===== config.mk =====
export PLATFORM = sky130hd
export DESIGN_NAME = tfs_port
export DESIGN_NICKNAME = d
export VERILOG_FILES = /design/src/tfs_pkg.sv /design/src/tfs_port.sv /design/src/tfs_fifo.sv
export VERILOG_INCLUDE_DIRS = /design/src /design/src/src
export SDC_FILE = /design/constraint.sdc
export NUM_CORES = 1
export LEC_CHECK = 0
export ABC_CLOCK_PERIOD_IN_PS = 2800
export BUFFER_PORTS_ARGS = -buffer_cell sky130_fd_sc_hd__buf_2
export CAP_MARGIN = 20
export CORE_AREA = 2 2 156 112
export CTS_BUF_LIST = sky130_fd_sc_hd__clkbuf_8
export DETAILED_ROUTE_END_ITERATION = 8
export DIE_AREA = 0 0 158 114
export PLACE_DENSITY = 0.78
export SLEW_MARGIN = 20
export SYNTH_ARGS = -nofsm -noshare
export SYNTH_HDL_FRONTEND = slang
export SYNTH_SLANG_ARGS = --single-unit

===== constraint.sdc =====
create_clock -name clk_i -period 2.8 [get_ports clk_i]
set_clock_uncertainty 0.15 [all_clocks]
set_input_delay 0.14 -clock clk_i [delete_from_list [all_inputs] [get_ports clk_i]]
set_output_delay 0.14 -clock clk_i [all_outputs]
set_load 0.02 [all_outputs]

===== src/tfs_defs.svh =====
// constants for the tape formatter data strobe port
// assumes a 40 MHz core clock
`ifndef TFS_DEFS_SVH
`define TFS_DEFS_SVH
`define TFS_CLK_MHZ 40
`define TFS_CHAR_W 9
`define TFS_FIFO_DEPTH 8
`define TFS_WR_PULSE_NS 1000
`define TFS_RD_PULSE_NS 1200
`define TFS_RD_HOLD_NS 500
`define TFS_WR_PULSE_CYC ((`TFS_WR_PULSE_NS * `TFS_CLK_MHZ) / 1000)
`define TFS_RD_PULSE_CYC ((`TFS_RD_PULSE_NS * `TFS_CLK_MHZ) / 1000)
`define TFS_ERASE_CNT_W 24
`define TFS_MODE_W 2
`endif


===== src/tfs_pkg.sv =====
// types for the tape formatter data strobe port
// assumes tfs_defs.svh holds the numbers
package tfs_pkg;
  typedef enum logic [3:0] {
    TFS_IDLE = 4'h1,
    TFS_FIRST = 4'h2,
    TFS_NEXT = 4'h4,
    TFS_DONE = 4'h8
  } tfs_wr_state_t;
  typedef enum logic [1:0] {
    TFS_MODE_READ = 2'h0,
    TFS_MODE_WRITE = 2'h1,
    TFS_MODE_MARK = 2'h2,
    TFS_MODE_ERASE = 2'h3
  } tfs_mode_t;
endpackage : tfs_pkg


===== src/tfs_port.sv =====
// character strobe port between coupler and tape formatter
// assumes strobes arrive asynchronous, active high after the line receivers
`timescale 1ns/1ps
`default_nettype none
`include "tfs_defs.svh"
module tfs_port
  import tfs_pkg::*;
(
  input wire logic clk_i, // 40 MHz core clock
  input wire logic rst_i, // async reset, active high
  input wire logic [1:0] mode_i, // tfs_mode_t, steady while busy
  input wire logic data_busy_flag_i, // formatter data busy
  input wire logic demand_write_strobe_i, // demand write pulse
  input wire logic read_strobe_i, // read strobe pulse
  input wire logic [7:0] read_char_lines_i, // read data, bit 7 is line 0
  input wire logic read_parity_line_i, // read parity
  input wire logic wr_valid_i, // write character offered
  output logic wr_ready_o, // write fifo has room
  input wire logic [8:0] wr_data_i, // {parity, data[7:0]}
  output logic [8:0] write_char_lines_o, // {parity, line7..line0}
  output logic wr_underrun_o, // demand found no character, sticky per busy
  output logic rd_valid_o, // read character available
  input wire logic rd_ready_i, // user takes read character
  output logic [8:0] rd_data_o, // {parity, data[7:0]}
  output logic rd_overrun_o, // strobe met full fifo, sticky per busy
  output logic [23:0] erase_count_o // demand pulses seen in erase
);
  tfs_mode_t mode;
  assign mode = tfs_mode_t'(mode_i);

  ////////////////////////////////////////////////////////////////
  // strobe synchronisers, first stage read only by second
  logic [1:0] dws_sync_q, rds_sync_q;
  logic dws_old_q, rds_old_q, busy_s1_q, busy_q, busy_old_q;
  logic [8:0] rd_hold1_q, rd_hold_q;
  logic dws_fall, rds_rise, busy_rise;

  always_ff @(posedge clk_i or posedge rst_i) begin
    if (rst_i) begin
      dws_sync_q <= 2'h0;
      rds_sync_q <= 2'h0;
      dws_old_q <= 1'b0;
      rds_old_q <= 1'b0;
      busy_s1_q <= 1'b0;
      busy_q <= 1'b0;
      busy_old_q <= 1'b0;
      rd_hold1_q <= 9'h000;
      rd_hold_q <= 9'h000;
    end else begin
      dws_sync_q <= {dws_sync_q[0], demand_write_strobe_i};
      rds_sync_q <= {rds_sync_q[0], read_strobe_i};
      dws_old_q <= dws_sync_q[1];
      rds_old_q <= rds_sync_q[1];
      busy_s1_q <= data_busy_flag_i;
      busy_q <= busy_s1_q;
      busy_old_q <= busy_q;
      // data is steady well before the strobe and 0.5 us after, so a
      // two-stage copy lines up with the synchronised strobe
      rd_hold1_q <= {read_parity_line_i, read_char_lines_i};
      rd_hold_q <= rd_hold1_q;
    end
  end

  // one pulse per strobe edge
  assign dws_fall = dws_old_q && !dws_sync_q[1];
  assign rds_rise = !rds_old_q && rds_sync_q[1];
  assign busy_rise = busy_q && !busy_old_q;

  ////////////////////////////////////////////////////////////////
  // write path: fifo feeds the output register
  logic wf_valid, wf_pop;
  logic [8:0] wf_data;
  tfs_wr_state_t wst_q, wst_d;
  logic [8:0] wchar_q, wchar_d;
  logic under_q, under_d;
  logic wr_active;

  assign wr_active = (mode == TFS_MODE_WRITE);

  tfs_fifo #(.WIDTH(`TFS_CHAR_W), .DEPTH(`TFS_FIFO_DEPTH)) u_wr_fifo (
    .clk_i(clk_i),
    .rst_i(rst_i),
    .in_valid_i(wr_valid_i),
    .in_ready_o(wr_ready_o),
    .in_data_i(wr_data_i),
    .out_valid_o(wf_valid),
    .out_ready_i(wf_pop),
    .out_data_o(wf_data),
    .count_o()
  );

  // state walk: present first char, then reload after each trailing edge
  always_comb begin
    wst_d = wst_q;
    wchar_d = wchar_q;
    under_d = under_q;
    wf_pop = 1'b0;
    case (wst_q)
      TFS_IDLE: begin
        if (busy_rise) begin
          under_d = 1'b0;
        end
        // mark and erase never load characters
        if (busy_q && wr_active) begin
          wst_d = TFS_FIRST;
        end
      end
      TFS_FIRST: begin
        // first char goes out as soon as it exists, two cycles after busy
        if (wf_valid) begin
          wf_pop = 1'b1;
          wchar_d = {wf_data[8], bitrev8(wf_data[7:0])};
          wst_d = TFS_NEXT;
        end else if (dws_fall) begin
          under_d = 1'b1;
        end
        if (!busy_q) begin
          wst_d = TFS_DONE;
        end
      end
      TFS_NEXT: begin
        // char held until the trailing edge, then replaced next cycle
        if (dws_fall) begin
          if (wf_valid) begin
            wf_pop = 1'b1;
            wchar_d = {wf_data[8], bitrev8(wf_data[7:0])};
          end else begin
            under_d = 1'b1;
          end
        end
        if (!busy_q) begin
          wst_d = TFS_DONE;
        end
      end
      TFS_DONE: begin
        wst_d = TFS_IDLE;
      end
      default: begin
        wst_d = TFS_IDLE;
      end
    endcase
  end

  always_ff @(posedge clk_i or posedge rst_i) begin
    if (rst_i) begin
      wst_q <= TFS_IDLE;
      wchar_q <= 9'h000;
      under_q <= 1'b0;
    end else begin
      wst_q <= wst_d;
      wchar_q <= wchar_d;
      under_q <= under_d;
    end
  end

  // line 0 carries the most significant data bit
  function automatic logic [7:0] bitrev8(input logic [7:0] v);
    logic [7:0] r;
    r = 8'h00;
    for (int i = 0; i < 8; i++) begin
      r[i] = v[7-i];
    end
    return r;
  endfunction : bitrev8

  assign write_char_lines_o = wchar_q;
  assign wr_underrun_o = under_q;

  ////////////////////////////////////////////////////////////////
  // erase length counter
  logic [23:0] ecnt_q, ecnt_d;

  always_comb begin
    ecnt_d = ecnt_q;
    if (busy_rise && mode == TFS_MODE_ERASE) begin
      // a demand edge in the clearing cycle must not be lost
      ecnt_d = dws_fall ? 24'h000001 : 24'h000000;
    end else if (dws_fall && busy_q && mode == TFS_MODE_ERASE) begin
      ecnt_d = ecnt_q + 24'h000001;
    end
  end

  always_ff @(posedge clk_i or posedge rst_i) begin
    if (rst_i) begin
      ecnt_q <= 24'h000000;
    end else begin
      ecnt_q <= ecnt_d;
    end
  end

  assign erase_count_o = ecnt_q;

  ////////////////////////////////////////////////////////////////
  // read path: every strobe pushes while the fifo has room, no pause toward the formatter
  logic rf_ready;
  logic over_q, over_d;

  // eight words cover rate swings; a slow drain still overruns
  tfs_fifo #(.WIDTH(`TFS_CHAR_W), .DEPTH(`TFS_FIFO_DEPTH)) u_rd_fifo (
    .clk_i(clk_i),
    .rst_i(rst_i),
    .in_valid_i(rds_rise),
    .in_ready_o(rf_ready),
    .in_data_i(rd_hold_q),
    .out_valid_o(rd_valid_o),
    .out_ready_i(rd_ready_i),
    .out_data_o(rd_data_o),
    .count_o()
  );

  // sense bytes and data share this path; rate does not matter
  always_comb begin
    over_d = over_q;
    if (busy_rise) begin
      over_d = 1'b0;
    end
    if (rds_rise && !rf_ready) begin
      over_d = 1'b1;
    end
  end

  always_ff @(posedge clk_i or posedge rst_i) begin
    if (rst_i) begin
      over_q <= 1'b0;
    end else begin
      over_q <= over_d;
    end
  end

  assign rd_overrun_o = over_q;

  ////////////////////////////////////////////////////////////////
  // checks
  a_dws_once: assert property (@(posedge clk_i) disable iff (rst_i)
    dws_fall |=> !dws_fall) else $error("demand edge seen twice");
  a_rds_push: assert property (@(posedge clk_i) disable iff (rst_i)
    rds_rise && rf_ready |=> rd_valid_o) else $error("read char not captured");
  a_next_char: assert property (@(posedge clk_i) disable iff (rst_i)
    wst_q == TFS_NEXT && dws_fall && wf_valid |=> write_char_lines_o == $past(
    {wf_data[8], bitrev8(wf_data[7:0])})) else $error("next char late");
  a_first_char: assert property (@(posedge clk_i) disable iff (rst_i)
    wst_q == TFS_FIRST && wf_valid |=> wst_q == TFS_NEXT || wst_q == TFS_DONE)
    else $error("first char not loaded");
  a_mark_idle: assert property (@(posedge clk_i) disable iff (rst_i)
    mode != TFS_MODE_WRITE && wst_q == TFS_IDLE |=> wst_q == TFS_IDLE)
    else $error("mark or erase loaded chars");
  a_erase_count: assert property (@(posedge clk_i) disable iff (rst_i)
    dws_fall && busy_q && !busy_rise && mode == TFS_MODE_ERASE |=> erase_count_o == $past(erase_count_o) + 24'h000001)
    else $error("erase pulse not counted");
  a_hold_char: assert property (@(posedge clk_i) disable iff (rst_i)
    wst_q == TFS_NEXT && !dws_fall |=> $stable(write_char_lines_o))
    else $error("char changed before demand edge");
  a_overrun: assert property (@(posedge clk_i) disable iff (rst_i)
    rds_rise && !rf_ready |=> rd_overrun_o) else $error("overrun not flagged");
  c_write: cover property (@(posedge clk_i) wst_q == TFS_NEXT && dws_fall);
  c_read: cover property (@(posedge clk_i) rds_rise);
  c_erase: cover property (@(posedge clk_i) mode == TFS_MODE_ERASE && dws_fall);
endmodule : tfs_port
`default_nettype wire


===== src/tfs_fifo.sv =====
// small synchronous fifo with valid/ready on both sides
// assumes one clock, asynchronous active-high reset
`timescale 1ns/1ps
`default_nettype none
module tfs_fifo #(
  parameter int WIDTH = 9,
  parameter int DEPTH = 8
) (
  input wire logic clk_i, // core clock
  input wire logic rst_i, // async reset
  input wire logic in_valid_i, // write side valid
  output logic in_ready_o, // not full
  input wire logic [WIDTH-1:0] in_data_i, // write data
  output logic out_valid_o, // not empty
  input wire logic out_ready_i, // read side ready
  output logic [WIDTH-1:0] out_data_o, // head word
  output logic [$clog2(DEPTH):0] count_o // fill level
);
  localparam int AW = $clog2(DEPTH);
  logic [WIDTH-1:0] mem_q [DEPTH];
  logic [AW-1:0] wp_q, wp_d, rp_q, rp_d;
  logic [AW:0] cnt_q, cnt_d;
  logic push, pop;

  ////////////////////////////////////////////////////////////////
  // pointer and count update
  always_comb begin
    push = in_valid_i && (cnt_q != DEPTH[AW:0]);
    pop = out_valid_o && out_ready_i;
    wp_d = push ? wp_q + 1'b1 : wp_q;
    rp_d = pop ? rp_q + 1'b1 : rp_q;
    cnt_d = cnt_q + {{AW{1'b0}}, push} - {{AW{1'b0}}, pop};
  end

  always_ff @(posedge clk_i or posedge rst_i) begin
    if (rst_i) begin
      wp_q <= '0;
      rp_q <= '0;
      cnt_q <= '0;
    end else begin
      wp_q <= wp_d;
      rp_q <= rp_d;
      cnt_q <= cnt_d;
    end
  end

  // storage has no reset; only words behind the count are read
  always_ff @(posedge clk_i) begin
    if (push) begin
      mem_q[wp_q] <= in_data_i;
    end
  end

  assign in_ready_o = (cnt_q != DEPTH[AW:0]);
  assign out_valid_o = (cnt_q != '0);
  assign out_data_o = mem_q[rp_q];
  assign count_o = cnt_q;
endmodule : tfs_fifo
`default_nettype wire


==> flow_metrics.py <==
metrics = {
    "pwr": {
        "power_density_nw_per_um2": 835,
        "worst_ir_drop_vdd_mv": 0.400,
        "leakage_nw": 4.24,
    },
    "critical_path": {
        "crit_type": "reg -> out",
        "cp_data_arrival_time_ns": 2.29,
        "crit_fanout": 20,
        "critPathMaxStageDelay_ns": 0.92,
        "worstSetupStartpointType": "flop",
        "rr_endpoint": "erase_count_o[22]",
        "reg2reg_slack_ns": 0.31,
        "worstPathCellList": "mux4_2 > mux2_2 > buf_2",
        "crit_slowest_cell": "dfrtp_1",
        "required_ns": 2.51,
        "r2r_cells": 4,
        "worstReg2RegStart": "dws_sync_q[1]",
        "critPathCaptureType": "output pin",
    },
    "floorplanning": {
        "die_area_um2": 18000,
        "start_util_pct": 54.5,
        "core_um2": 16700,
        "fp-row-count": 40,
        "dieHeight_um": 114,
        "pin_count": 73,
        "die_x_um": 158,
    },
    "placement": {
        "portBuffers": 72,
        "gp_congestion": 0.765,
        "dp_hpwl_um": 11100,
    },
    "sta": {
        "setup-violations-final": 0,
        "fin_crit_ns": 2.58,
        "grt_setup_unrepaired": "false",
        "relSlewSlack_pct": 34.9,
        "hold_viol": 0,
        "fmax_ghz": 0.387,
        "min_period_over_period_pct": 92.3,
        "worstMarginPinSlew_ns": 0.976,
        "finalSetupTns_ns": 0,
        "slew_viol_final": 0,
    },
    "clock_network": {
        "clk_pin_slew_worst_paths_ns": 0.06,
        "cts-resized-gates": 0,
        "cts_buffer_depth": 3,
        "clk_latency_ns": 0.49,
        "holdBufCountCts": 27,
        "cts_tree": "built",
        "htreeDepth": 2,
        "cts_buffers": 35,
        "cts.sinks": 230,
        "postCtsSetupRepairBufs": 0,
        "cts-root-buf": "clkbuf_8",
    },
    "detailed_routing": {
        "ant_nets": 0,
        "dr_total_vias": 5211,
        "via_per_inst": 5.45,
        "firstDrtPassIters": 5,
        "drt_iter0_drc": 396,
        "routed_wl_um": 17100,
        "wl_per_cell_um": 17.9,
        "drc": 0,
    },
    "synth": {
        "synth-xor-area-share_pct": 1.73,
        "synthAdderAreaFrac_pct": 2.77,
        "synth_cell_types": 41,
        "synthCells": 558,
        "yosys.area_share.simple_pct": 7.55,
        "syn-num-nets": 604,
        "synth_edf_count": 144,
        "syn-mean-instance-area_um2": 16.3,
        "synth_top_family_by_area": "multiplexers",
        "synth_top_area_share_pct": 47.5,
        "seq_area_frac_synth_pct": 71.1,
        "synth.area.mux_share_pct": 11.5,
        "yosys-top-cells-area": "edfxtp_1 47%, dfrtp_1 23%, mux4_2 8.9%",
        "synth_largest_area_cell": "edfxtp_1",
        "ys_ff_latch": 230,
        "syn-cell-area_um2": 9110,
        "ys_warn_count": 0,
        "synth_compound_area_share_pct": 3.37,
        "async_flop_share_pct": 37.4,
        "synth_ff_type": "edfxtp_1",
    },
    "global_route": {
        "grtUsageTotal_pct": 19.9,
        "grt_max_degree": 30,
        "grt-ovfl-total": 0,
        "antenna_found_initial": 0,
        "grt_pass1_wl_um": 27400,
        "grt_pass1_vias": 5348,
    },
    "finish": {
        "nNetsFinal": 746,
        "post-route-util_pct": 64.7,
        "regArea_um2": 6480,
        "n_antenna_cell": 0,
        "area_delta_synth_final_pct": 18.8,
        "multiInputGateArea_um2": 2450,
        "fill_cells": 1213,
        "layout-drive-gt1-share_pct": 27.6,
    },
    "job": {
        "cap_violations": 0,
    },
    "min_path": {
        "hold_path_class": "in -> async",
    },
    "outcome": {
        "status": "complete, no violations",
    },
}
[sequential cells by signal, indices dropped and copies added, names as in the netlist, 4 cells and up]
| signal | count |
|---|---|
| u_wr_fifo.mem_q | 72 |
| rd_hold1_q | 9 |
| u_wr_fifo.count_o | 4 |
| wst_q | 4 |
| rd_hold_q | 9 |
| u_rd_fifo.count_o | 4 |
| erase_count_o | 24 |
| u_rd_fifo.mem_q | 72 |
| write_char_lines_o | 9 |
[Yosys cell counts (all sizes together), types with 2 or more instances]
master / instances
and4: 2
nand4: 4
o21ai: 18
xor2: 4
or4: 12
nand3b: 2
dfrtp: 85
ha: 17
fa: 2
clkbuf: 11
a21oi: 20
xnor2: 14
buf: 8
or3: 6
mux2: 12
mux2i: 10
or2: 2
nor2: 26
mux4: 36
a21o: 2
inv: 27
nand2b: 12
nand2: 40
o31ai: 9
and3: 3
nor4: 2
nor3: 8
nand3: 10
edfxtp: 144
[per-layer routing]
metal | routed length, um | track usage, % | up-vias
met2 | 8210 | 31.8 | 123
li1 | - | - | 2385
met3 | 716 | 3.99 | 26
met4 | 289 | 5.53 | 0
met5 | 0 | 0 | -
met1 | 7880 | 28.4 | 2677
[cell families after synthesis]
| group | after synthesis |
|---|---|
| and+or+nand+nor | 134 |
| DFF | 230 |
| muxes | 58 |
| AOI/OAI and AO/OA | 53 |
| xor gates and xnor gates | 18 |
| adders and majority gates | 19 |
| buffers and inverters | 46 |
[worst max-delay path, delay by kind of cell, from the launching register on]
kind / cells / cell delay [ns]
multiplexers: 2 / 0.73
flip-flops: 1 / 0.92
buffers and inverters: 1 / 0.17
[layout by cell type, fill, tap and decap left out, types with 10 or more instances in the layout]
| master | netlist | final |
|---|---|---|
| ha_1 | 17 | 17 |
| nand2_1 | 40 | 40 |
| buf_2 | 6 | 72 |
| or4_1 | 12 | 12 |
| o21ai_0 | 18 | 18 |
| a21oi_1 | 20 | 20 |
| edfxtp_1 | 144 | 144 |
| inv_1 | 27 | 37 |
| nand2b_1 | 12 | 12 |
| mux2_2 | 12 | 12 |
| xnor2_1 | 14 | 14 |
| mux2i_1 | 10 | 10 |
| clkbuf_8 | 0 | 40 |
| mux4_2 | 36 | 36 |
| dfrtp_1 | 85 | 85 |
| nor2_1 | 26 | 26 |
| buf_4 | 0 | 24 |
| dlygate4sd3_1 | 0 | 27 |
[layout make-up]
cell class | count | area share (%)
Timing Repair Buffer | 124 | 7.68
Multi-Input combinational cell | 282 | 22.7
Inverter | 27 | 0.948
Tap cell | 231 | 2.67
Clock inverter | 22 | 1.10
Sequential cell | 230 | 59.9
Clock buffer | 40 | 5.09
[worst max-delay path by stage]
stage	startpoint	endpoint	slack, ns	cells after the start
final	u_rd_fifo.rp_q[1]	rd_data_o[1]	0.22	3
after global routing	u_rd_fifo.rp_q[1]	rd_data_o[1]	0.11	3
after CTS	u_rd_fifo.rp_q[1]	rd_data_o[1]	0.17	3
after detailed placement	dws_sync_q[1]	u_wr_fifo.count_o[2]	0.34	9
after global placement	dws_sync_q[1]	u_wr_fifo.count_o[1]	0.45	9
after floorplan	u_wr_fifo.count_o[2]	u_wr_fifo.count_o[2]	0.13	12
[metrics by stage]
step / instances / total power (W) / instance area, um^2 / setup WS (ns) / hold WS [ns]
2_1_floorplan: 558 / 0.00584 / 9110 / 0.134 / 0.0214
3_3_place_gp: 867 / 0.00637 / 9880 / 0.451 / -0.000634
3_5_place_dp: 867 / 0.00651 / 9880 / 0.337 / 0.00546
4_1_cts: 956 / 0.00914 / 10800 / 0.174 / 0.0486
5_1_grt: 956 / 0.00955 / 10800 / 0.106 / 0.0824
6_report: 956 / 0.00904 / 10800 / 0.215 / 0.0641
[power breakdown]
part,switching (W),internal [W]
clock,0.00119,0.00140
sequential,0.000344,0.00406
combinational,0.00102,0.00103
total,0.00255,0.00649
Power figures use the tool's default switching activity.
